==> config.mk <==
export PLATFORM = sky130hd
export DESIGN_NAME = upc_regs
export DESIGN_NICKNAME = d
export VERILOG_FILES = /design/src/logic/upc_regs.v
export VERILOG_INCLUDE_DIRS = /design/src /design/src/logic
export SDC_FILE = /design/constraint.sdc
export NUM_CORES = 1
export LEC_CHECK = 0
export BUFFER_PORTS_ARGS = -buffer_cell sky130_fd_sc_hd__buf_2
export CORE_MARGIN = 2
export CORE_UTILIZATION = 25
export CTS_CLUSTER_SIZE = 20
export DETAILED_ROUTE_END_ITERATION = 10
export GPL_TIMING_DRIVEN = 0
export SETUP_SLACK_MARGIN = 0.2
export SYNTH_ARGS = -nofsm -noshare
export SYNTH_HDL_FRONTEND = slang
export SYNTH_SLANG_ARGS = --single-unit
==> constraint.sdc <==
create_clock -name mclk -period 4.5 [get_ports mclk]
set_clock_uncertainty 0.2 [all_clocks]
set_input_delay 0.675 -clock mclk [delete_from_list [all_inputs] [get_ports mclk]]
set_output_delay 0.675 -clock mclk [all_outputs]
set_load 0.03 [all_outputs]
==> src/logic/upc_map.vh <==
`ifndef UPC_MAP_VH
`define UPC_MAP_VH

// Register byte offsets
`define UPC_OFS_PID 8'h2c
`define UPC_OFS_EP 8'h30
`define UPC_OFS_TAG 8'h34
`define UPC_OFS_OTG 8'h38
`define UPC_OFS_PWR 8'h3c
`define UPC_OFS_PHY 8'h40
`define UPC_OFS_IRQ_STAT 8'h44
`define UPC_OFS_IRQ_MASK 8'h48

// Field positions
`define UPC_PID_MSB 3
`define UPC_EP_MSB 3
`define UPC_EP_VALID_BIT 4
`define UPC_TAG_MSB 15
`define UPC_TAG_OR 5'h10
`define UPC_PWR_MSB 8
`define UPC_PHY_PD_DIS_BIT 18
`define UPC_PHY_SE0_BIT 13
`define UPC_PHY_K_BIT 12
`define UPC_PHY_LOG_MSB 11
`define UPC_PHY_LOG_LSB 8
`define UPC_PHY_SREN_BIT 7
`define UPC_PHY_CONF_MSB 6
`define UPC_PHY_CONF_LSB 4
`define UPC_PHY_RW_MASK 32'h0004_3ff0

// Interrupt status bits
`define UPC_IRQ_TOKEN_BIT 0
`define UPC_IRQ_SE0_BIT 1
`define UPC_IRQ_K_BIT 2
`define UPC_IRQ_W 3

// Line states
`define UPC_LS_SE0 2'h0
`define UPC_LS_K 2'h2

// Reset values and bus answers
`define UPC_RST_ZERO 32'h0000_0000
`define UPC_RESP_OKAY 2'h0
`define UPC_RESP_SLVERR 2'h2

`endif

==> src/logic/upc_regs.v <==
// How it works
// - Each decoded packet's 4-bit PID is held read-only; zero after reset.
// - Last received endpoint number is held read-only, four bits; zero after reset.
// - Flag beside endpoint reads one only when the captured endpoint is valid.
// - 16-bit mask per endpoint; masked endpoints leave on receive port ORed with 0x10.
// - Writable bit, reset zero; one disables pulldowns on the two 8-bit ports.
// - After auto-resume by SE0 a flag sets; it stays until software writes zero.
// - After auto-resume by K a separate flag sets; cleared by writing zero.
// - Line-state change propagates only after two-to-the-field-value stable cycles.
// - Enable bit lets suspend controller resume; otherwise software polls filtered state.
// - PHY's three configuration pins driven straight from a writable field.
`timescale 1ns/1ps
`include "upc_map.vh"

module upc_regs #(
  parameter FILT_W = 16
) (
  input wire mclk,
  input wire rst,
  // AXI4-Lite slave
  input wire [7:0] s_axi_awaddr,
  input wire s_axi_awvalid,
  output reg s_axi_awready,
  input wire [31:0] s_axi_wdata,
  input wire [3:0] s_axi_wstrb,
  input wire s_axi_wvalid,
  output reg s_axi_wready,
  output reg [1:0] s_axi_bresp,
  output reg s_axi_bvalid,
  input wire s_axi_bready,
  input wire [7:0] s_axi_araddr,
  input wire s_axi_arvalid,
  output reg s_axi_arready,
  output reg [31:0] s_axi_rdata,
  output reg [1:0] s_axi_rresp,
  output reg s_axi_rvalid,
  input wire s_axi_rready,
  // Token decoder, same clock
  input wire tok_done,
  input wire [3:0] tok_pid,
  input wire [3:0] tok_ep,
  input wire tok_ep_valid,
  // PHY line state pins and suspend state
  input wire [1:0] linestate,
  input wire suspended,
  // Receive port
  output reg [4:0] rx_ep_tagged,
  output reg rx_ep_strobe,
  // Module side outputs
  output reg [1:0] linestate_filt,
  output reg resume_wake,
  output reg pulldown_disable,
  output reg [2:0] transceiver_config_pins,
  output reg [31:0] otg_flag_mask,
  output reg [8:0] power_signal_word,
  output reg irq
);

  reg [3:0] last_packet_id;
  reg [3:0] last_endpoint;
  reg endpoint_valid;
  reg [15:0] endpoint_tag_mask;
  reg [31:0] transceiver_control;
  reg [`UPC_IRQ_W-1:0] irq_status;
  reg [`UPC_IRQ_W-1:0] irq_mask;

  reg [7:0] aw_addr;
  reg aw_held;
  reg [31:0] w_data;
  reg [3:0] w_strb;
  reg w_held;

  reg [1:0] ls_s1;
  reg [1:0] ls_s2;
  reg [1:0] ls_s3;
  reg [1:0] ls_stable;
  reg [1:0] ls_cand;
  reg [FILT_W-1:0] filt_cnt;

  reg [31:0] rd_word;
  reg rd_hit;
  reg [31:0] next_phy;
  reg [`UPC_IRQ_W-1:0] irq_set;
  reg se0_wake;
  reg k_wake;
  reg filt_step;

  wire wr_fire;
  wire rd_fire;
  wire [FILT_W-1:0] filt_target;

  function [31:0] upc_merge;
    input [31:0] old;
    input [31:0] data;
    input [3:0] strb;
    integer i;
    begin
      upc_merge = old;
      for (i = 0; i < 4; i = i + 1) begin
        if (strb[i]) begin
          upc_merge[8*i +: 8] = data[8*i +: 8];
        end
      end
    end
  endfunction

  function upc_wr_hit;
    input [7:0] addr;
    input [7:0] ofs;
    begin
      upc_wr_hit = (addr == ofs);
    end
  endfunction

  assign wr_fire = aw_held && w_held && !s_axi_bvalid;
  assign rd_fire = s_axi_arvalid && s_axi_arready;
  wire [31:0] tag_merged = upc_merge({16'h0000, endpoint_tag_mask}, w_data, w_strb);
  wire [31:0] pwr_merged = upc_merge({23'h00_0000, power_signal_word}, w_data, w_strb);
  // A change counts only once it has held stable for this many cycles
  assign filt_target = {{(FILT_W-1){1'b0}}, 1'b1} <<
    transceiver_control[`UPC_PHY_LOG_MSB:`UPC_PHY_LOG_LSB];

  // Read mux
  always @* begin
    rd_hit = 1'b1;
    case (s_axi_araddr)
      `UPC_OFS_PID: rd_word = {28'h000_0000, last_packet_id};
      `UPC_OFS_EP: rd_word = {27'h000_0000, endpoint_valid, last_endpoint};
      `UPC_OFS_TAG: rd_word = {16'h0000, endpoint_tag_mask};
      `UPC_OFS_OTG: rd_word = otg_flag_mask;
      `UPC_OFS_PWR: rd_word = {23'h00_0000, power_signal_word};
      `UPC_OFS_PHY: rd_word = transceiver_control;
      `UPC_OFS_IRQ_STAT: rd_word = {29'h0000_0000, irq_status};
      `UPC_OFS_IRQ_MASK: rd_word = {29'h0000_0000, irq_mask};
      default: begin
        rd_word = `UPC_RST_ZERO;
        rd_hit = 1'b0;
      end
    endcase
  end

  // Auto-resume events come off the filtered state while suspended
  always @* begin
    filt_step = (ls_stable != linestate_filt) && (ls_stable == ls_cand) &&
      (filt_cnt + {{(FILT_W-1){1'b0}}, 1'b1} >= filt_target);
    se0_wake = filt_step && suspended && transceiver_control[`UPC_PHY_SREN_BIT] &&
      (ls_cand == `UPC_LS_SE0);
    k_wake = filt_step && suspended && transceiver_control[`UPC_PHY_SREN_BIT] &&
      (ls_cand == `UPC_LS_K);
    irq_set = {`UPC_IRQ_W{1'b0}};
    irq_set[`UPC_IRQ_TOKEN_BIT] = tok_done;
    irq_set[`UPC_IRQ_SE0_BIT] = se0_wake;
    irq_set[`UPC_IRQ_K_BIT] = k_wake;
    next_phy = transceiver_control;
    if (wr_fire && upc_wr_hit(aw_addr, `UPC_OFS_PHY)) begin
      next_phy = upc_merge(transceiver_control, w_data, w_strb) & `UPC_PHY_RW_MASK;
    end
    // Hardware set beats a software clear in the same cycle
    if (se0_wake) begin
      next_phy[`UPC_PHY_SE0_BIT] = 1'b1;
    end
    if (k_wake) begin
      next_phy[`UPC_PHY_K_BIT] = 1'b1;
    end
  end

  // AXI4-Lite write channel: address and data taken in either order
  always @(posedge mclk) begin
    if (rst) begin
      s_axi_awready <= 1'b0;
      s_axi_wready <= 1'b0;
      s_axi_bvalid <= 1'b0;
      s_axi_bresp <= `UPC_RESP_OKAY;
      aw_held <= 1'b0;
      w_held <= 1'b0;
      aw_addr <= 8'h00;
      w_data <= `UPC_RST_ZERO;
      w_strb <= 4'h0;
    end else begin
      s_axi_awready <= !aw_held && !s_axi_awready && !s_axi_bvalid;
      s_axi_wready <= !w_held && !s_axi_wready && !s_axi_bvalid;
      if (s_axi_awvalid && s_axi_awready) begin
        aw_held <= 1'b1;
        aw_addr <= s_axi_awaddr;
        s_axi_awready <= 1'b0;
      end
      if (s_axi_wvalid && s_axi_wready) begin
        w_held <= 1'b1;
        w_data <= s_axi_wdata;
        w_strb <= s_axi_wstrb;
        s_axi_wready <= 1'b0;
      end
      if (wr_fire) begin
        aw_held <= 1'b0;
        w_held <= 1'b0;
        s_axi_bvalid <= 1'b1;
        case (aw_addr)
          `UPC_OFS_PID, `UPC_OFS_EP, `UPC_OFS_TAG, `UPC_OFS_OTG, `UPC_OFS_PWR,
          `UPC_OFS_PHY, `UPC_OFS_IRQ_STAT, `UPC_OFS_IRQ_MASK: begin
            s_axi_bresp <= `UPC_RESP_OKAY;
          end
          default: begin
            s_axi_bresp <= `UPC_RESP_SLVERR;
          end
        endcase
      end else if (s_axi_bvalid && s_axi_bready) begin
        s_axi_bvalid <= 1'b0;
      end
    end
  end

  // AXI4-Lite read channel
  always @(posedge mclk) begin
    if (rst) begin
      s_axi_arready <= 1'b0;
      s_axi_rvalid <= 1'b0;
      s_axi_rdata <= `UPC_RST_ZERO;
      s_axi_rresp <= `UPC_RESP_OKAY;
    end else begin
      s_axi_arready <= !s_axi_rvalid && !s_axi_arready;
      if (rd_fire) begin
        s_axi_arready <= 1'b0;
        s_axi_rvalid <= 1'b1;
        s_axi_rdata <= rd_word;
        s_axi_rresp <= rd_hit ? `UPC_RESP_OKAY : `UPC_RESP_SLVERR;
      end else if (s_axi_rvalid && s_axi_rready) begin
        s_axi_rvalid <= 1'b0;
      end
    end
  end

  // Software registers
  always @(posedge mclk) begin
    if (rst) begin
      endpoint_tag_mask <= 16'h0000;
      otg_flag_mask <= `UPC_RST_ZERO;
      power_signal_word <= 9'h000;
      transceiver_control <= `UPC_RST_ZERO;
      irq_mask <= {`UPC_IRQ_W{1'b0}};
    end else begin
      transceiver_control <= next_phy;
      if (wr_fire) begin
        if (upc_wr_hit(aw_addr, `UPC_OFS_TAG)) begin
          endpoint_tag_mask <= tag_merged[`UPC_TAG_MSB:0];
        end
        if (upc_wr_hit(aw_addr, `UPC_OFS_OTG)) begin
          otg_flag_mask <= upc_merge(otg_flag_mask, w_data, w_strb);
        end
        if (upc_wr_hit(aw_addr, `UPC_OFS_PWR)) begin
          power_signal_word <= pwr_merged[`UPC_PWR_MSB:0];
        end
        if (upc_wr_hit(aw_addr, `UPC_OFS_IRQ_MASK)) begin
          irq_mask <= w_strb[0] ? w_data[`UPC_IRQ_W-1:0] : irq_mask;
        end
      end
    end
  end

  // Pin-facing copies of control fields
  always @(posedge mclk) begin
    if (rst) begin
      pulldown_disable <= 1'b0;
      transceiver_config_pins <= 3'h0;
    end else begin
      pulldown_disable <= next_phy[`UPC_PHY_PD_DIS_BIT];
      transceiver_config_pins <= next_phy[`UPC_PHY_CONF_MSB:`UPC_PHY_CONF_LSB];
    end
  end

  // Token capture and receive-port tagging
  always @(posedge mclk) begin
    if (rst) begin
      last_packet_id <= 4'h0;
      last_endpoint <= 4'h0;
      endpoint_valid <= 1'b0;
      rx_ep_tagged <= 5'h00;
      rx_ep_strobe <= 1'b0;
    end else begin
      rx_ep_strobe <= tok_done;
      if (tok_done) begin
        last_packet_id <= tok_pid;
        last_endpoint <= tok_ep;
        endpoint_valid <= tok_ep_valid;
        rx_ep_tagged <= {1'b0, tok_ep} |
          (endpoint_tag_mask[tok_ep] ? `UPC_TAG_OR : 5'h00);
      end
    end
  end

  // Line state: three-stage synchroniser, then the programmable filter
  always @(posedge mclk) begin
    if (rst) begin
      ls_s1 <= 2'h0;
      ls_s2 <= 2'h0;
      ls_s3 <= 2'h0;
      ls_stable <= 2'h0;
      ls_cand <= 2'h0;
      filt_cnt <= {FILT_W{1'b0}};
      linestate_filt <= 2'h0;
      resume_wake <= 1'b0;
    end else begin
      ls_s1 <= linestate;
      ls_s2 <= ls_s1;
      ls_s3 <= ls_s2;
      if (ls_s2 == ls_s3) begin
        ls_stable <= ls_s3;
      end
      resume_wake <= se0_wake || k_wake;
      if (ls_stable == linestate_filt) begin
        filt_cnt <= {FILT_W{1'b0}};
        ls_cand <= ls_stable;
      end else if (ls_stable != ls_cand) begin
        // A bounce restarts the wait so glitches never reach software
        filt_cnt <= {FILT_W{1'b0}};
        ls_cand <= ls_stable;
      end else if (filt_step) begin
        linestate_filt <= ls_cand;
        filt_cnt <= {FILT_W{1'b0}};
      end else begin
        filt_cnt <= filt_cnt + {{(FILT_W-1){1'b0}}, 1'b1};
      end
    end
  end

  // Interrupts: sticky status, cleared by a read, set wins
  always @(posedge mclk) begin
    if (rst) begin
      irq_status <= {`UPC_IRQ_W{1'b0}};
      irq <= 1'b0;
    end else begin
      if (rd_fire && s_axi_araddr == `UPC_OFS_IRQ_STAT) begin
        irq_status <= irq_set;
      end else begin
        irq_status <= irq_status | irq_set;
      end
      irq <= |(irq_status & irq_mask);
    end
  end

endmodule // upc_regs

* Word-level counts from Yosys, hierarchy flattened *
Index checks and enable logic that the tools add are counted.

storage, ports and cells
  flip-flop bits (word level) = 210
  word-level logic and storage cells = 153
  output and inout bits = 96
  bits of input ports = 72

operators by class
  bitwise gates (word level) = 5
  order comparisons = 2
  $add $sub $neg = 1
  reductions and logical operators = 58
  muxes and demuxes = 20
  shift-type cells = 1
  equality and inequality tests = 22

operators with widths
  cell                                                                    number
  32-bit one-hot mux with 8 select lines                                  1
  8-bit by 6-bit equality test with 1-bit output (second input constant)  10
  8-bit by 7-bit equality test with 1-bit output (second input constant)  6
  3-bit AND reduction                                                     10
  1-bit logical AND                                                       20
  19-bit two-way mux                                                      1
  16-bit by 1-bit adder with 16-bit output (second input constant)        1
  16-bit greater-or-equal comparator                                      1
  8-bit OR reduction                                                      2
  1-bit by 4-bit << shifter with 16-bit output (first input constant)     1
  2-bit nonzero test                                                      7
  1-bit two-way mux                                                       8
  2-bit two-way mux                                                       4
  8-bit two-way mux                                                       1
  2-bit AND reduction                                                     4
  2-bit OR reduction                                                      4
  1-bit logical NOT                                                       7
  2-bit equality test                                                     3
  3-bit two-way mux                                                       2
  6-bit two-way mux                                                       1
  4-bit by 5-bit < comparator with 1-bit output (second input constant)   1
  5-bit two-way mux                                                       1
  4-bit by 5-bit OR with 5-bit output                                     1
  1-bit binary-select mux with 4-bit select                               1
  other kinds (9)                                                         11

* Longest topological paths before layout *
  word-level depth = 8
  gate-level depth with buffers = 13
  mapped depth without buffers = 11

* Least setup slack after synthesis *
Ideal clock, no wire load.

  kind = register to register
  from = register filt_cnt[3]
  to = register filt_cnt[10]
  setup time = 0.065 ns
  slack = 1.268 ns
  period minus slack after synthesis = 3.232 ns
  data arrival time = 2.967 ns
  cell stages (with the launch flop) = 12
  data required time = 4.235 ns
  buffers on the path = 1
  cells stage by stage = dfxtp_1 > and4_1 > nand4_2 > or4_1 > xnor2_1 > ha_1 > nand4_1 > nor3_1 > a2111oi_4 > nand4_1 > buf_2 > nor2b_1

on the way
  word-level cells in the longest chain between the ends = 4

RTL lines
  what                                          line                            RTL
  from (decl)                                   upc_regs.v:78                   reg [FILT_W-1:0] filt_cnt;
  from (signal assigned)                        upc_regs.v:298                  filt_cnt <= {FILT_W{1'b0}};
  from (signal assigned)                        upc_regs.v:310                  filt_cnt <= {FILT_W{1'b0}};
  from (signal assigned)                        upc_regs.v:314                  filt_cnt <= {FILT_W{1'b0}};
  16-bit by 1-bit adder with 16-bit output (*)  upc_regs.v:145, upc_regs.v:320
  16-bit greater-or-equal comparator            upc_regs.v:145                  (filt_cnt + {{(FILT_W-1){1'b0}}, 1'b1} >= filt_target);
  1-bit logical AND                             upc_regs.v:144                  filt_step = (ls_stable != linestate_filt) && (ls_stable == ls_cand) &&
  4-bit OR reduction (no source line)           n/a

Every way passes the cells marked *; elsewhere a longest branch is shown, timed or not.
A chain may end at the register's enable or synchronous reset.

* Worst setup path after layout *
  from = register filt_cnt[3]
  to = register filt_cnt[11]

Same word-level chain as after synthesis.

==> flow_metrics.tcl <==
set metrics [dict create \
    via_per_inst 4.63 \
    cts_tree "built" \
    path_max_fanout 10 \
    leakagePower_uw 0.00416 \
    drv_cap 0 \
    cp.required_ps 4690 \
    hold_buffers 0 \
    worst_pin_slew_ps 859 \
    cp_slowest_stage_delay_ps 570 \
    worst_hold_slack_ps 253 \
    drc 0 \
    outcome "finished clean" \
    io_pins 168 \
    root_buffer "clkbuf_16" \
    min_from "s_axi_rvalid" \
    clkSinkCount 200 \
    maxSlewViolCount 0 \
    cts_setup_buffers 0 \
    layout-drive-gt1-share 0.202 \
    clk_latency_ps 450 \
    die_w_um 188 \
    routed_wl_um 26300 \
    synth_area_mm2 0.00845 \
    hold_viol_final 0 \
    route.vias.total 7428 \
    peakVddDrop_uv 285 \
    rsz0062_at_grt "false" \
    fillCellCount 3525 \
    grtUsageTotal 0.149 \
    setup_viol 0 \
    cp_num_buf_inv 1 \
    end_kind "flop" \
    die_y_um 188 \
    synth_area_per_cell_um2 8.81 \
    period_share 0.829 \
    power.density_mw_per_mm2 350 \
    grt_pass1_wl_um 40300 \
    nets 1230 \
    path_cells "and4_1, nand4_2, or4_1, xnor2_1, ha_1, nand4_1, nor3_1, a2111oi_4, nand4_1, buf_2, nor2b_1" \
    cts-htree-levels 4 \
    grt_max_degree 19 \
    synthFlopType "dfxtp_1" \
    hold_class "flop to flop" \
    cp_data_arrival_time_ps 3920 \
    cts.path.max_buffers 2 \
    antenna_found_initial 1 \
    relSlewSlack 0.423 \
    hpwl_um 20800 \
    ys_ff_latch 200 \
    path_class "flop to flop" \
    fin_tns_setup_ps 0 \
    worst_path_dominant_cell_family "simple AND/OR/NAND/NOR gates" \
    initialDrtViolationCount 493 \
    period_minus_slack_ps 3730 \
    postSynthCellCount 959 \
    grt_pass1_vias 7135 \
    cp_slowest_cell "or4_1" \
    path_clk_slew_ps 80 \
    met3_usage 0.0286 \
    gp_congestion 0.901 \
    ys_seq_area_frac 0.474 \
    yosys_warnings 0 \
    cts_made_buffers 17 \
    grt_overflow 0 \
    crit_top_cell "nand4_1" \
    r2r-start "filt_cnt[3]" \
    final_common_cell "dfxtp_1" \
    port_buffers 162 \
    setup.worst_path.start "filt_cnt[3]" \
    start_util 0.253 \
    ant_nets 0 \
    cts_resized 0 \
    met1_usage 0.187 \
    row_count 67 \
    routedWlPerCell_um 16.4 \
    core_area_mm2 0.0334 \
    top_usage_layer "met2" \
    final_cell_mix "dfxtp_1, nand2_1, buf_2" \
    dieArea_mm2 0.0353 \
    synth_edf_count 0 \
    critPathLaunchType "flop" \
    post_synth_num_cell_types 60 \
    areaGrowthSynthToFinish_pct 23.1 \
    async_flop_share 0 \
    fmax_mhz 268 \
    use_met2 0.251 \
    firstDrtPassIters 5 \
]
synthesized netlist by cell type (7+ instances only):
cell type / instances / area share
ha_1: 17 / 0.025
a311oi_1: 9 / 0.0093
nor2_1: 81 / 0.036
a21oi_1: 104 / 0.062
nand2_1: 190 / 0.084
nand3_1: 45 / 0.027
buf_2: 10 / 0.0059
xnor2_1: 11 / 0.011
mux4_2: 7 / 0.019
a22oi_1: 17 / 0.015
nor2b_1: 33 / 0.024
clkbuf_1: 44 / 0.020
nor3_1: 13 / 0.0077
nand2b_1: 9 / 0.0067
xor2_1: 9 / 0.0093
nand4_1: 9 / 0.0067
and2_1: 7 / 0.0052
dfxtp_1: 200 / 0.47
buf_4: 7 / 0.0062
mux2i_1: 56 / 0.066
layer usage:
| layer | part of all wire | wire length, µm | up-vias |
|---|---|---|---|
| met5 | 0 | 0 | - |
| met4 | 0.027 | 721 | 0 |
| met3 | 0.046 | 1210 | 41 |
| met2 | 0.48 | 12700 | 186 |
| met1 | 0.45 | 11700 | 3516 |
| li1 | - | - | 3685 |
metrics by stage:
step                utilization  power, µW  setup slack, ps  instances  area [µm²]
CTS                       0.311       3680              765       1602       10400
global route              0.311       3770              416       1603       10400
global placement          0.294       2160              840       1570        9830
detailed placement        0.294       2170              790       1570        9830
finish                    0.311       3640              770       1603       10400
floorplan                     -       2050             1270        960        8460
sequential cells by signal, summed over array words and instances, names as in the netlist, 3 cells and up:
signal	count
otg_flag_mask	32
s_axi_rdata	32
w_data	32
endpoint_tag_mask	16
filt_cnt	16
power_signal_word	9
aw_addr	8
transceiver_control	8
rx_ep_tagged	5
last_packet_id	4
w_strb	4
irq_mask	3
irq_status	3
area by class of cell:
type,count,area (µm²),area share
multi-input cells,687,4130,0.397
diodes,1,2.50,0.000240
inverters,6,22.5,0.00216
flip-flops and latches,200,4000,0.385
plain buffers,67,298,0.0286
clock inverters,14,140,0.0135
clock buffers,18,439,0.0422
repair buffers,162,811,0.0779
well taps,448,561,0.0538
logic make-up (layout without fill, tap and decap cells):
kind of cell	Yosys count	in the layout	share of synthesized area
xor+xnor	20	20	0.0207
fa+ha+maj	17	17	0.0252
simple gates	418	418	0.235
other cells	1	3	0.000444
buf+inv	73	267	0.0379
mux	63	63	0.0850
compound gates	167	167	0.122
flops	200	200	0.474
power breakdown:
part           leakage, µW  internal [µW]  switching, µW
logic              0.00225           90.6            184
registers          0.00162           1810           36.8
clock network     0.000285            793            726
total              0.00416           2700            947
final timing paths:
kind | slack, ps | endpoint | cells after the start
hold reg to reg | 250 | s_axi_arready | 1
hold / removal | 250 | s_axi_arready | 1
setup / recovery | 770 | filt_cnt[11] | 11
setup reg to reg | 770 | filt_cnt[11] | 11
(Power assumes the default switching activity.)
